==> src/hw/card_host_pkg.sv <==
// Constants, field layouts and types shared by the card host controller
package card_host_pkg;
  // Bus register byte offsets
  localparam logic [7:0] OFF_CTRL = 8'h00;
  localparam logic [7:0] OFF_CMD = 8'h04;
  localparam logic [7:0] OFF_STAT = 8'h08;
  localparam logic [7:0] OFF_BPTR = 8'h0C;
  localparam logic [7:0] OFF_BDATA = 8'h10;
  // Control register fields
  localparam int CTRL_MODE_LO = 0;
  localparam int CTRL_CFG = 2;
  localparam int CTRL_MASTER = 3;
  localparam int CTRL_BYTE = 4;
  localparam int CTRL_RESET = 5;
  localparam logic [4:0] CTRL_RST_VAL = 5'h00;
  // Command register fields
  localparam int CMD_WR = 0;
  localparam int CMD_TASK = 1;
  localparam int CMD_WORD = 2;
  localparam int CMD_ALT = 3;
  localparam int CMD_IDX_LO = 4;
  localparam int CMD_ADDR_LO = 8;
  // Status register fields
  localparam int ST_BUSY = 0;
  localparam int ST_READY = 1;
  localparam int ST_SREQ = 2;
  localparam int ST_IRQ = 3;
  localparam int ST_WORD = 4;
  localparam int ST_WAIT = 5;
  localparam int ST_WP = 6;
  localparam int ST_REFUSED = 7;
  localparam int ST_IO_READY_LINE = 8;
  // Widths and depths
  localparam int ADDR_W = 11;
  localparam int DATA_W = 16;
  localparam int BUF_AW = 4;
  localparam int CNT_W = 12;
  localparam int SYNC_N = 7;
  // Timing in nanoseconds, then in clock cycles
  localparam int CLK_PERIOD_NS = 5;
  localparam int T_SETUP_NS = 30;
  localparam int T_STROBE_NS = 150;
  localparam int T_HOLD_NS = 20;
  localparam int T_RESET_NS = 10000;
  // Least times round up, never below one cycle
  function automatic int ns_to_cyc(input int ns);
    int c;
    c = (ns + CLK_PERIOD_NS - 1) / CLK_PERIOD_NS;
    return (c < 1) ? 1 : c;
  endfunction : ns_to_cyc
  localparam logic [CNT_W-1:0] SETUP_CYC = CNT_W'(ns_to_cyc(T_SETUP_NS));
  localparam logic [CNT_W-1:0] STROBE_CYC = CNT_W'(ns_to_cyc(T_STROBE_NS));
  localparam logic [CNT_W-1:0] HOLD_CYC = CNT_W'(ns_to_cyc(T_HOLD_NS));
  localparam logic [CNT_W-1:0] RESET_CYC = CNT_W'(ns_to_cyc(T_RESET_NS));
  // Card operating modes
  typedef enum logic [1:0] {
    MODE_MEM = 2'b00,
    MODE_IO = 2'b01,
    MODE_IDE = 2'b10
  } mode_t;
  // Sequencer states
  typedef enum logic [2:0] {
    S_RESET = 3'b000,
    S_INIT = 3'b001,
    S_IDLE = 3'b010,
    S_SETUP = 3'b011,
    S_STROBE = 3'b100,
    S_HOLD = 3'b101
  } seq_t;
endpackage : card_host_pkg

==> src/hw/card_host_buf.sv <==
// Transfer buffer: one write port, registered read port
module card_host_buf
  import card_host_pkg::*;
(
  // Clock and freeze
  input wire logic hclk,
  input wire logic clk_en,
  // Write port
  input wire logic wr_en,
  input wire logic [BUF_AW-1:0] wr_addr,
  input wire logic [DATA_W-1:0] wr_data,
  // Read port
  input wire logic [BUF_AW-1:0] rd_addr,
  output logic [DATA_W-1:0] rd_data
);
  // Storage words
  logic [DATA_W-1:0] mem [2**BUF_AW];

  // Write and registered read
  always_ff @(posedge hclk) begin
    if (clk_en) begin
      if (wr_en) begin
        mem[wr_addr] <= wr_data;
      end
      rd_data <= mem[rd_addr];
    end
  end
endmodule : card_host_buf

==> src/hw/card_host_ctrl.sv <==
// Host-side controller driving a flash card's pins, steered over AHB-Lite
// Notes on behaviour
// - Host grounds strap to pick drive mode
// - No access until ready/busy high again
// - Memory mode space select: high task file
// - I/O mode space select held low
// - Drive mode space select tied high
// - Drive mode memory write tied high
// - I/O and drive modes poll busy status
//
// Added by the designer: the register offsets and register access over AHB-Lite.
module card_host_ctrl
  import card_host_pkg::*;
(
  // Clock, reset, freeze
  input wire logic hclk,
  input wire logic hresetn,
  input wire logic clk_en,
  // AHB-Lite slave
  input wire logic hsel,
  input wire logic [31:0] haddr,
  input wire logic [1:0] htrans,
  input wire logic hwrite,
  input wire logic [2:0] hsize,
  input wire logic [31:0] hwdata,
  input wire logic hready,
  output logic hreadyout,
  output logic [31:0] hrdata,
  output logic hresp,
  // Card address, selects and strobes
  output logic [ADDR_W-1:0] card_addr,
  output logic lower_card_select_n,
  output logic upper_card_select_n,
  output logic space_select_n,
  output logic mem_read_strobe_n,
  output logic mem_write_strobe_n,
  output logic io_read_strobe_n,
  output logic io_write_strobe_n,
  output logic card_reset_line,
  // Card data bus, three signals
  input wire logic [DATA_W-1:0] card_data_in,
  output logic [DATA_W-1:0] card_data_out,
  output logic card_data_oe_n,
  // Role pin, grounded or open
  output logic drive_role_select_n,
  output logic drive_role_oe_n,
  // Card outputs seen by the host
  input wire logic ready_busy_line,
  input wire logic service_request_n,
  input wire logic drive_interrupt_line,
  input wire logic word_transfer_flag_n,
  input wire logic card_wait_n,
  input wire logic write_protect,
  input wire logic io_ready_line
);
  // Bus group state
  logic [4:0] ctrl_reg, ctrl_next; // Mode, configured, master, byte
  logic [BUF_AW-1:0] bptr_reg, bptr_next; // Buffer pointer
  logic refused_reg, refused_next; // Last command refused
  logic dp_wr_reg, dp_wr_next; // Write data phase pending
  logic [7:0] dp_addr_reg, dp_addr_next; // Latched offset
  logic [1:0] rd_stage_reg, rd_stage_next; // Read wait stages
  logic hready_reg, hready_next;
  logic [31:0] hrdata_reg, hrdata_next;
  logic cmd_go, rst_go, buf_sw_wr; // Bus events to sequencer and buffer
  // Sequencer group state
  seq_t st_reg, st_next;
  logic [CNT_W-1:0] cnt_reg, cnt_next;
  logic [18:0] cmd_reg, cmd_next; // Latched command word
  logic word_seen_reg, word_seen_next;
  logic [ADDR_W-1:0] addr_reg, addr_next;
  logic ce1_reg, ce1_next, ce2_reg, ce2_next, reg_reg, reg_next;
  logic oe_reg, oe_next, we_reg, we_next, iord_reg, iord_next, io_write_strobe_n_reg, io_write_strobe_n_next;
  logic rst_pin_reg, rst_pin_next, doe_reg, doe_next, role_oe_reg, role_oe_next;
  logic [DATA_W-1:0] dout_reg, dout_next;
  logic fsm_wr;
  // Synchroniser chain and filtered levels
  logic [SYNC_N-1:0] s1_reg, s2_reg, s3_reg, filt_reg, filt_next;
  logic [DATA_W-1:0] d1_reg, d2_reg, d3_reg;
  // Buffer wiring
  logic [DATA_W-1:0] buf_rd;
  logic [BUF_AW-1:0] buf_wa, buf_ra;
  logic [DATA_W-1:0] buf_wd;
  mode_t mode;
  logic busy;

  assign mode = mode_t'(ctrl_reg[CTRL_MODE_LO +: 2]);
  assign busy = (st_reg != S_IDLE);

  // Register read mux
  function automatic logic [31:0] rd_mux(input logic [7:0] off);
    logic [31:0] v;
    v = 32'h0000_0000;
    if (off == OFF_CTRL) begin
      v[4:0] = ctrl_reg;
    end else if (off == OFF_CMD) begin
      v[18:0] = cmd_reg;
    end else if (off == OFF_STAT) begin
      v[ST_BUSY] = busy;
      v[ST_READY] = filt_reg[0];
      v[ST_SREQ] = ~filt_reg[1];
      v[ST_IRQ] = filt_reg[2];
      v[ST_WORD] = word_seen_reg;
      v[ST_WAIT] = filt_reg[4];
      v[ST_WP] = filt_reg[5];
      v[ST_REFUSED] = refused_reg;
      v[ST_IO_READY_LINE] = filt_reg[6];
    end else if (off == OFF_BPTR) begin
      v[BUF_AW-1:0] = bptr_reg;
    end else if (off == OFF_BDATA) begin
      v[DATA_W-1:0] = buf_rd;
    end
    return v;
  endfunction : rd_mux

  // Bus slave next state and events
  always_comb begin
    logic io_only;
    io_only = 1'b0;
    ctrl_next = ctrl_reg;
    bptr_next = bptr_reg;
    refused_next = refused_reg;
    dp_wr_next = 1'b0;
    dp_addr_next = dp_addr_reg;
    rd_stage_next = rd_stage_reg;
    hready_next = hready_reg;
    hrdata_next = hrdata_reg;
    cmd_go = 1'b0;
    rst_go = 1'b0;
    buf_sw_wr = 1'b0;
    // Data phase of a write
    if (dp_wr_reg) begin
      if (dp_addr_reg == OFF_CTRL) begin
        ctrl_next = hwdata[4:0];
        rst_go = hwdata[CTRL_RESET];
      end else if (dp_addr_reg == OFF_CMD) begin
        // I/O strobes only once the interface is configured
        io_only = (mode == MODE_IDE) || (mode == MODE_IO && hwdata[CMD_TASK]);
        if (busy || (io_only && !ctrl_reg[CTRL_CFG])) begin
          refused_next = 1'b1;
        end else begin
          refused_next = 1'b0;
          cmd_go = 1'b1;
        end
      end else if (dp_addr_reg == OFF_BPTR) begin
        bptr_next = hwdata[BUF_AW-1:0];
      end else if (dp_addr_reg == OFF_BDATA) begin
        buf_sw_wr = !busy;
      end
    end
    // Read wait stages let the buffer settle
    if (rd_stage_reg == 2'd1) begin
      rd_stage_next = 2'd2;
    end else if (rd_stage_reg == 2'd2) begin
      rd_stage_next = 2'd0;
      hrdata_next = rd_mux(dp_addr_reg);
      hready_next = 1'b1;
    end
    // Address phase
    if (hsel && htrans[1] && hready) begin
      dp_addr_next = {haddr[7:2], 2'b00};
      if (hwrite) begin
        dp_wr_next = 1'b1;
      end else begin
        rd_stage_next = 2'd1;
        hready_next = 1'b0;
      end
    end
  end

  // Bus slave registers
  always_ff @(posedge hclk or negedge hresetn) begin
    if (!hresetn) begin
      ctrl_reg <= CTRL_RST_VAL;
      bptr_reg <= '0;
      refused_reg <= 1'b0;
      dp_wr_reg <= 1'b0;
      dp_addr_reg <= 8'h00;
      rd_stage_reg <= 2'd0;
      hready_reg <= 1'b1;
      hrdata_reg <= 32'h0000_0000;
    end else if (clk_en) begin
      ctrl_reg <= ctrl_next;
      bptr_reg <= bptr_next;
      refused_reg <= refused_next;
      dp_wr_reg <= dp_wr_next;
      dp_addr_reg <= dp_addr_next;
      rd_stage_reg <= rd_stage_next;
      hready_reg <= hready_next;
      hrdata_reg <= hrdata_next;
    end
  end

  // Synchroniser filter: a change counts once stages two and three agree
  always_comb begin
    filt_next = filt_reg;
    for (int i = 0; i < SYNC_N; i++) begin
      if (s2_reg[i] == s3_reg[i]) begin
        filt_next[i] = s3_reg[i];
      end
    end
  end

  // Three-stage synchronisers for card outputs and data
  always_ff @(posedge hclk or negedge hresetn) begin
    if (!hresetn) begin
      s1_reg <= '0;
      s2_reg <= '0;
      s3_reg <= '0;
      filt_reg <= '0;
      d1_reg <= '0;
      d2_reg <= '0;
      d3_reg <= '0;
    end else if (clk_en) begin
      s1_reg <= {io_ready_line, write_protect, card_wait_n, word_transfer_flag_n,
                 drive_interrupt_line, service_request_n, ready_busy_line};
      s2_reg <= s1_reg;
      s3_reg <= s2_reg;
      filt_reg <= filt_next;
      d1_reg <= card_data_in;
      d2_reg <= d1_reg;
      d3_reg <= d2_reg;
    end
  end

  // Sequencer next state and pin values
  always_comb begin
    logic cmd_io;
    logic wide;
    // I/O strobes in drive mode, or for task file in I/O mode
    cmd_io = (mode == MODE_IDE) || (mode == MODE_IO && cmd_reg[CMD_TASK]);
    // Drive mode stays word wide until byte mode is chosen
    wide = (mode == MODE_IDE) ? !ctrl_reg[CTRL_BYTE] : cmd_reg[CMD_WORD];
    st_next = st_reg;
    cnt_next = cnt_reg;
    cmd_next = cmd_reg;
    word_seen_next = word_seen_reg;
    addr_next = addr_reg;
    dout_next = dout_reg;
    fsm_wr = 1'b0;
    // Idle pin levels per mode
    ce1_next = 1'b1;
    ce2_next = 1'b1;
    iord_next = 1'b1;
    io_write_strobe_n_next = 1'b1;
    we_next = 1'b1;
    doe_next = 1'b1;
    oe_next = (mode != MODE_IDE);
    reg_next = (mode == MODE_IDE);
    rst_pin_next = (mode == MODE_IDE);
    role_oe_next = !ctrl_reg[CTRL_MASTER];
    case (st_reg)
      S_RESET: begin
        rst_pin_next = (mode != MODE_IDE);
        if (cnt_reg >= RESET_CYC - 1'b1) begin
          st_next = S_INIT;
          cnt_next = '0;
        end else begin
          cnt_next = cnt_reg + 1'b1;
        end
      end
      S_INIT: begin
        // Memory mode waits for ready; other modes poll status
        if (mode != MODE_MEM || filt_reg[0]) begin
          st_next = S_IDLE;
        end
      end
      S_IDLE: begin
        if (cmd_go) begin
          cmd_next = hwdata[18:0];
          st_next = S_SETUP;
          cnt_next = '0;
        end
      end
      S_SETUP: begin
        addr_next = cmd_reg[CMD_ADDR_LO +: ADDR_W];
        if (mode == MODE_IDE) begin
          ce2_next = !cmd_reg[CMD_ALT];
          ce1_next = cmd_reg[CMD_ALT];
        end else begin
          ce1_next = 1'b0;
          ce2_next = !wide;
        end
        if (mode == MODE_MEM) begin
          reg_next = cmd_reg[CMD_TASK];
        end
        dout_next = buf_rd;
        if (cnt_reg >= SETUP_CYC - 1'b1) begin
          st_next = S_STROBE;
          cnt_next = '0;
        end else begin
          cnt_next = cnt_reg + 1'b1;
        end
      end
      S_STROBE: begin
        ce1_next = lower_card_select_n;
        ce2_next = upper_card_select_n;
        if (mode == MODE_MEM) begin
          reg_next = cmd_reg[CMD_TASK];
        end
        doe_next = !cmd_reg[CMD_WR];
        if (cmd_io) begin
          iord_next = cmd_reg[CMD_WR];
          io_write_strobe_n_next = !cmd_reg[CMD_WR];
        end else begin
          oe_next = cmd_reg[CMD_WR];
          we_next = !cmd_reg[CMD_WR];
        end
        // Card wait stretches the strobe
        if (cnt_reg >= STROBE_CYC - 1'b1 && filt_reg[4]) begin
          st_next = S_HOLD;
          cnt_next = '0;
          word_seen_next = !filt_reg[3];
          fsm_wr = !cmd_reg[CMD_WR];
        end else if (cnt_reg < STROBE_CYC) begin
          cnt_next = cnt_reg + 1'b1;
        end
      end
      S_HOLD: begin
        ce1_next = lower_card_select_n;
        ce2_next = upper_card_select_n;
        if (mode == MODE_MEM) begin
          reg_next = cmd_reg[CMD_TASK];
        end
        doe_next = card_data_oe_n;
        if (cnt_reg >= HOLD_CYC - 1'b1) begin
          st_next = S_IDLE;
        end else begin
          cnt_next = cnt_reg + 1'b1;
        end
      end
      default: begin
        st_next = S_IDLE;
      end
    endcase
    // A reset request overrides any access
    if (rst_go) begin
      st_next = S_RESET;
      cnt_next = '0;
    end
  end

  // Sequencer and pin registers
  always_ff @(posedge hclk or negedge hresetn) begin
    if (!hresetn) begin
      st_reg <= S_RESET;
      cnt_reg <= '0;
      cmd_reg <= '0;
      word_seen_reg <= 1'b0;
      addr_reg <= '0;
      ce1_reg <= 1'b1;
      ce2_reg <= 1'b1;
      reg_reg <= 1'b0;
      oe_reg <= 1'b1;
      we_reg <= 1'b1;
      iord_reg <= 1'b1;
      io_write_strobe_n_reg <= 1'b1;
      rst_pin_reg <= 1'b1;
      doe_reg <= 1'b1;
      role_oe_reg <= 1'b1;
      dout_reg <= '0;
    end else if (clk_en) begin
      st_reg <= st_next;
      cnt_reg <= cnt_next;
      cmd_reg <= cmd_next;
      word_seen_reg <= word_seen_next;
      addr_reg <= addr_next;
      ce1_reg <= ce1_next;
      ce2_reg <= ce2_next;
      reg_reg <= reg_next;
      oe_reg <= oe_next;
      we_reg <= we_next;
      iord_reg <= iord_next;
      io_write_strobe_n_reg <= io_write_strobe_n_next;
      rst_pin_reg <= rst_pin_next;
      doe_reg <= doe_next;
      role_oe_reg <= role_oe_next;
      dout_reg <= dout_next;
    end
  end

  // Buffer ports: sequencer owns them while busy
  assign buf_wa = fsm_wr ? cmd_reg[CMD_IDX_LO +: BUF_AW] : bptr_reg;
  assign buf_wd = fsm_wr ? d3_reg : hwdata[DATA_W-1:0];
  assign buf_ra = busy ? cmd_reg[CMD_IDX_LO +: BUF_AW] : bptr_reg;

  card_host_buf u_buf (
    .hclk(hclk),
    .clk_en(clk_en),
    .wr_en(fsm_wr || buf_sw_wr),
    .wr_addr(buf_wa),
    .wr_data(buf_wd),
    .rd_addr(buf_ra),
    .rd_data(buf_rd)
  );

  // Outputs straight from flip-flops, except hresp and drive_role_select_n, which are tied low
  assign hreadyout = hready_reg;
  assign hrdata = hrdata_reg;
  assign hresp = 1'b0 & hready_reg;
  assign card_addr = addr_reg;
  assign lower_card_select_n = ce1_reg;
  assign upper_card_select_n = ce2_reg;
  assign space_select_n = reg_reg;
  assign mem_read_strobe_n = oe_reg;
  assign mem_write_strobe_n = we_reg;
  assign io_read_strobe_n = iord_reg;
  assign io_write_strobe_n = io_write_strobe_n_reg;
  assign card_reset_line = rst_pin_reg;
  assign card_data_out = dout_reg;
  assign card_data_oe_n = doe_reg;
  assign drive_role_select_n = 1'b0 & role_oe_reg;
  assign drive_role_oe_n = role_oe_reg;
endmodule : card_host_ctrl

==> config.mk <==
export PLATFORM = sky130hd
export DESIGN_NAME = card_host_ctrl
export DESIGN_NICKNAME = d
export VERILOG_FILES = /design/src/hw/card_host_pkg.sv /design/src/hw/card_host_buf.sv /design/src/hw/card_host_ctrl.sv
export SDC_FILE = /design/constraint.sdc
export NUM_CORES = 1
export LEC_CHECK = 0
export BUFFER_PORTS_ARGS = -buffer_cell sky130_fd_sc_hd__buf_2
export CAP_MARGIN = 40
export CORE_ASPECT_RATIO = 0.6
export CORE_MARGIN = 3
export CORE_UTILIZATION = 57
export DETAILED_ROUTE_END_ITERATION = 10
export PLACE_DENSITY = 0.74
export SLEW_MARGIN = 20
export SYNTH_ARGS = -nofsm -noshare
export SYNTH_HDL_FRONTEND = slang
export SYNTH_HIERARCHICAL = 1
export SYNTH_SLANG_ARGS = --single-unit
==> constraint.sdc <==
create_clock -name hclk -period 5.05 [get_ports hclk]
set_input_delay 1.2625 -clock hclk [delete_from_list [all_inputs] [get_ports hclk]]
set_output_delay 1.2625 -clock hclk [all_outputs]
set_load 0.005 [all_outputs]
Yosys cells after proc, flatten, opt, wreduce, memory -nomap -nowiden
Memory sizes are Yosys's and may differ from the RTL's. A register that Yosys moved wholly into a read port is not among the register bits.
Cells that the tools add are included.
Widths: inputs -> output; s select.
{ "totals": {"inputBits": 98, "mem_bits_rw": 256, "mem_bits_ro": 0, "latchBits": 0, "n_memories": 1, "register_bits": 187, "word_cells": 197} }
{ "classes": {"mux": 72, "reduce_logical": 45, "n_addsub": 1, "shifts": 0, "magnitude_cmp": 5, "bitwise": 6, "n_mul": 0, "div": 0, "eq_ne": 30} }
{ "memory_table": {"columns": ["memory", "words", "word_bits", "rd", "rd_ports_with_merged_regs", "wr", "line", "text"], "rows": [
  ["u_buf.mem", 16, 16, 1, 1, 1, "card_host_buf.sv:17", "logic [DATA_W-1:0] mem [2**BUF_AW];"]
]} }
{ "ops": {"columns": ["op", "n"], "rows": [
  ["$mux 12", 8],
  ["$pmux 12 s5", 1],
  ["$mux 16", 3],
  ["$mux 1", 37],
  ["$mux 3", 8],
  ["$reduce_and 2->1", 11],
  ["$ne 3x3->1 const B", 7],
  ["$pmux 3 s6", 1],
  ["$mux 14", 1],
  ["$add 12x1->12 const B", 1],
  ["$eq 6x2->1 const B", 2],
  ["$ge 12x11->1 const B", 1],
  ["$ge 12x2->1 const B", 1],
  ["$ge 12x3->1 const B", 1],
  ["$ge 12x5->1 const B", 1],
  ["$lt 12x5->1 const B", 1],
  ["$mux 4", 3],
  ["$reduce_and 3->1", 4],
  ["$reduce_and 5->1", 2],
  ["$mux 9", 1],
  ["$logic_not 1->1", 8],
  ["$logic_not 8->1", 1],
  ["$mux 2", 4],
  ["$eq 1x1->1", 7],
  ["other kinds (24)", 44]
]} }

Longest topological paths before layout
{ "logic_depth": {"depth_word": 12, "depth_mapped": 11} }

Cells and area by module
The synthesis kept the hierarchy.
{ "by_module_without_submodules": {"columns": ["module", "area_per_inst_um2", "cells_per_inst", "instances"], "rows": [
  ["card_host_buf", 10253.6, 433, 1],
  ["card_host_ctrl", 8396.8, 767, 1]
]} }

Worst setup path before layout
Ideal clock, no wire load.
{ "synth_path": {"path_kind": "register to register", "startpoint": "register cnt_reg[5]", "endpoint": "memory u_buf.mem[0][0], enable pin", "setup_time_ns": 0.409, "period_less_slack_ns": 3.834, "path_buffers": 2, "stages_incl_launch_ff": 10, "setup_slack_ns": 1.216, "t_arrival_ns": 3.425, "required_time_ns": 4.641, "cell_sequence": "dfrtp_1 > buf_2 > nor4_2 > o211ai_1 > and2_1 > nand2_1 > buf_2 > mux2_2 > or3_1 > nor3_1"} }
{ "synth_rtl": {"columns": ["item", "line", "text"], "rows": [
  ["from (decl)", "card_host_ctrl.sv:68", "logic [CNT_W-1:0] cnt_reg, cnt_next;"],
  ["from (signal assigned)", "card_host_ctrl.sv:364", "cnt_reg <= cnt_next;"],
  ["$ge 12x5->1", "card_host_ctrl.sv:310", "if (cnt_reg >= STROBE_CYC - 1'b1 && filt_reg[4]) begin"],
  ["$logic_and 1x1->1", "card_host_ctrl.sv:310", null],
  ["$mux 1", "card_host_ctrl.sv:310", null],
  ["$mux 1", "card_host_ctrl.sv:252", "case (st_reg)"],
  ["$mux 4", "card_host_ctrl.sv:383", "assign buf_wa = fsm_wr ? cmd_reg[CMD_IDX_LO +: BUF_AW] : bptr_reg;"],
  ["net buf_wa[2]", "card_host_ctrl.sv:82", "logic [BUF_AW-1:0] buf_wa, buf_ra;"],
  ["to (decl)", "card_host_buf.sv:17", null]
]} }
The timed path passes the listed nets, and every way through them passes these cells.

Final worst setup path
{ "layout_path": {"startpoint": "register cnt_reg[9]", "endpoint": "memory u_buf.mem[1][15], enable pin"} }
Same word-level chain as after synthesis.

==> reports/qor.csv <==
metric;value;unit
chip height;146.1;um
die area;35000;um^2
worst setup margin;1241;ps
Final Cell Area;21030;um^2
total power;0.008995;W
Root Buffer;clkbuf_16;
area post-placement;19680;um^2
GP Congestion;0.9720;
RSZ-0062 raised after global routing;no;
leading cell types in the layout, fill and taps excluded;edfxtp_1, nand2_1, dfrtp_1;
worst setup path class;flop to flop;
Unique masters post-synth;67;
Final Cycle Share;75.42;%
PwrDens;427.7;nW/um^2
CTS tree;yes;
Routed WL per cell;23.35;um
final hold viol count;0;
Leakage;8.172;nW
dpl ws;1429;ps
Synth-to-Final Area Change;12.76;%
Setup Viol. Count Final;0;
Port Buffer Count;111;
share of layout cells above drive strength 1;29.80;%
status;finished clean;
post-layout util;66.30;%
Post-Syn Area per Cell;15.54;um^2
FF+latch count, synth;459;
cts repair resizes;0;
Clock power frac;34.6;%
crit path max fanout;16;
crit path DAT;4030;ps
clk slew on worst S/H paths;70;ps
commonest non-fill, non-tap cell in the layout;edfxtp_1;
Mapped Area;18650;um^2
gr usage total;24.33;%
cell count after synthesis;1200;
Worst Skew;20.83;ps
share of power burned in registers;51.8;%
clk_lat worst skew;550;ps
type of the tightest min-delay check;flop to flop;
Final ANT Viol Nets;0;
register area share after synthesis;68.95;%
cell-internal power;0.006624;W
1st-iter DRT viols;1110;
gr ovfl total;0;
fraction of registers with async set/reset;40.74;%
Tmin final;3809;ps
Peak Freq;262.5;MHz
IO Pins;170;
Final TNS setup;0;ps
row count;50;
area occupied by registers;12860;um^2
die width;239.5;um
Synth area leaders;edfxtp_1, dfrtp_1, mux2_2, mux4_2, nand2_1;
nature of the critical path endpoint;flop;
clk buf depth;3;
DP HPWL;27980;um
Yosys Warn Count;6;
Core Box Area;31720;um^2
Max-cap violations;0;
Final Max Tran Viols;0;
FILL cells;2178;
initial antenna violation count;1;
complex-gate fraction of the synthesized area;5.434;%
Worst Path Required;5270;ps
post-synthesis simple-gate area fraction;7.420;%
post-synthesis mux area share;15.10;%
CTS buffer count;40;
Main synth FF type;edfxtp_1;
leading area contributor after synthesis;edfxtp_1;
post-DR vias/cell;6.092;
Post-CTS Setup Bufs;0;
first-pass GRT wire length;63920;um
Starting Density;58.80;%
hold_buf cts;0;
Switching Power;0.002371;W
EDFF count, synth;272;
combinational family with the most area after synthesis;multiplexers;
area share of the largest cell type after synthesis;43.79;%
worst path cell trace;nor3_1, o211ai_1, and2_1, nand2_1, buf_8, mux2_2, or3_1, nor2_1, buf_4;
worst path bufs/invs;2;
VDD IR max;0.3333;mV
H-tree Lvls;2;
combinational group share of total power;13.6;%
max reg flops;256;
Multi-input gate area;5359;um^2
CP max stage delay;510;ps
area share of fa/ha/maj cells after synthesis;0.2549;%
slowest cell on the critical path;nor3_1;
Slew @ Worst Pin;823.2;ps
switch share;26.36;%
Initial DRT Pass Iterations;5;
detailed-route DRC error count;0;
delay-heaviest family, CP;simple AND/OR/NAND/NOR gates;
Total Wirelength;41480;um
nets;1429;
total number of vias;10820;
vias in the first global route;10660;
XOR/XNOR Fraction of Synth Area;0.04696;%
max_slew headroom;45.00;%
CP startpoint kind;flop;
largest net degree at the start of global routing;98;
clock tree sinks;459;
[tightest hold or removal path: stages (launching register included)]
cell and delay, ps:
dfstp_2 370, inv_1 40, a21oi_1 50
[layout make-up]
class / instances / share of cell area, %
diodes: 1 / 0.01190
flip-flops and latches: 459 / 61.15
well taps: 416 / 2.475
inverters: 17 / 0.3034
clock inverters: 24 / 1.220
clock buffers: 49 / 5.069
multi-input cells: 662 / 25.48
repair buffers: 148 / 4.290
[final timing paths]
path                             from  slack, ps  cells after the start          endpoint
hold reg to reg             hreadyout        470                      2         hreadyout
setup reg to reg           cnt_reg[9]       1240                      9  u_buf/mem[1][15]
min in group asynchronous     hresetn        740                      1        hrdata[16]
hold / removal              hreadyout        470                      2         hreadyout
max in group asynchronous     hresetn       3300                      2  io_read_strobe_n
setup / recovery           cnt_reg[9]       1240                      9  u_buf/mem[1][15]
[logic make-up (layout without fill, tap and decap cells)]
group                      after synthesis  in the layout
AOI/OAI and AO/OA                      153            153
xor gates and xnor gates                 1              1
adders and majority gates                4              4
buffers and inverters                   93            238
DFF                                    459            459
muxes                                  183            183
other                                    1             16
and+or+nand+nor                        306            306
[synth_stat cells (all sizes together) (3+ instances only)]
library cell,count
and2,4
a22o,5
a31oi,6
a211o,3
a221o,5
inv,17
nand3b,3
nand3,13
a21oi,34
buf,38
dfrtp,177
nor2,44
dlygate4sd1,3
nand2,180
a221oi,5
ha,3
nand4,5
edfxtp,272
a22oi,36
clkbuf,34
nand2b,5
and4,4
mux4,64
and3,13
mux2,117
nor3,12
nor3b,6
o21ai,41
nor4,3
nor2b,5
dfstp,10
[metrics by stage]
stage,hold slack [ps],cells
6_report,466.5,1776
5_1_grt,490.3,1776
4_1_cts,467.5,1774
3_5_place_dp,456.7,1701
3_3_place_gp,448.3,1698
2_1_floorplan,422.5,1214
[metal layers]
metal	global-route usage [%]	share of wire (%)
met1	39.13	45
met3	6.740	11
met2	32.80	42
met5	0	0
met4	6.371	2.1
[power by group through the flow]
stage	combinational (W)	sequential (W)	clock, W
after floorplan	0.000869	0.00458	0
after global placement	0.00117	0.00471	0
after detailed placement	0.00121	0.00472	0
after CTS	0.00122	0.00465	0.00317
after global routing	0.00136	0.00469	0.00331
final	0.00122	0.00466	0.00311
(Power assumes the default switching activity.)
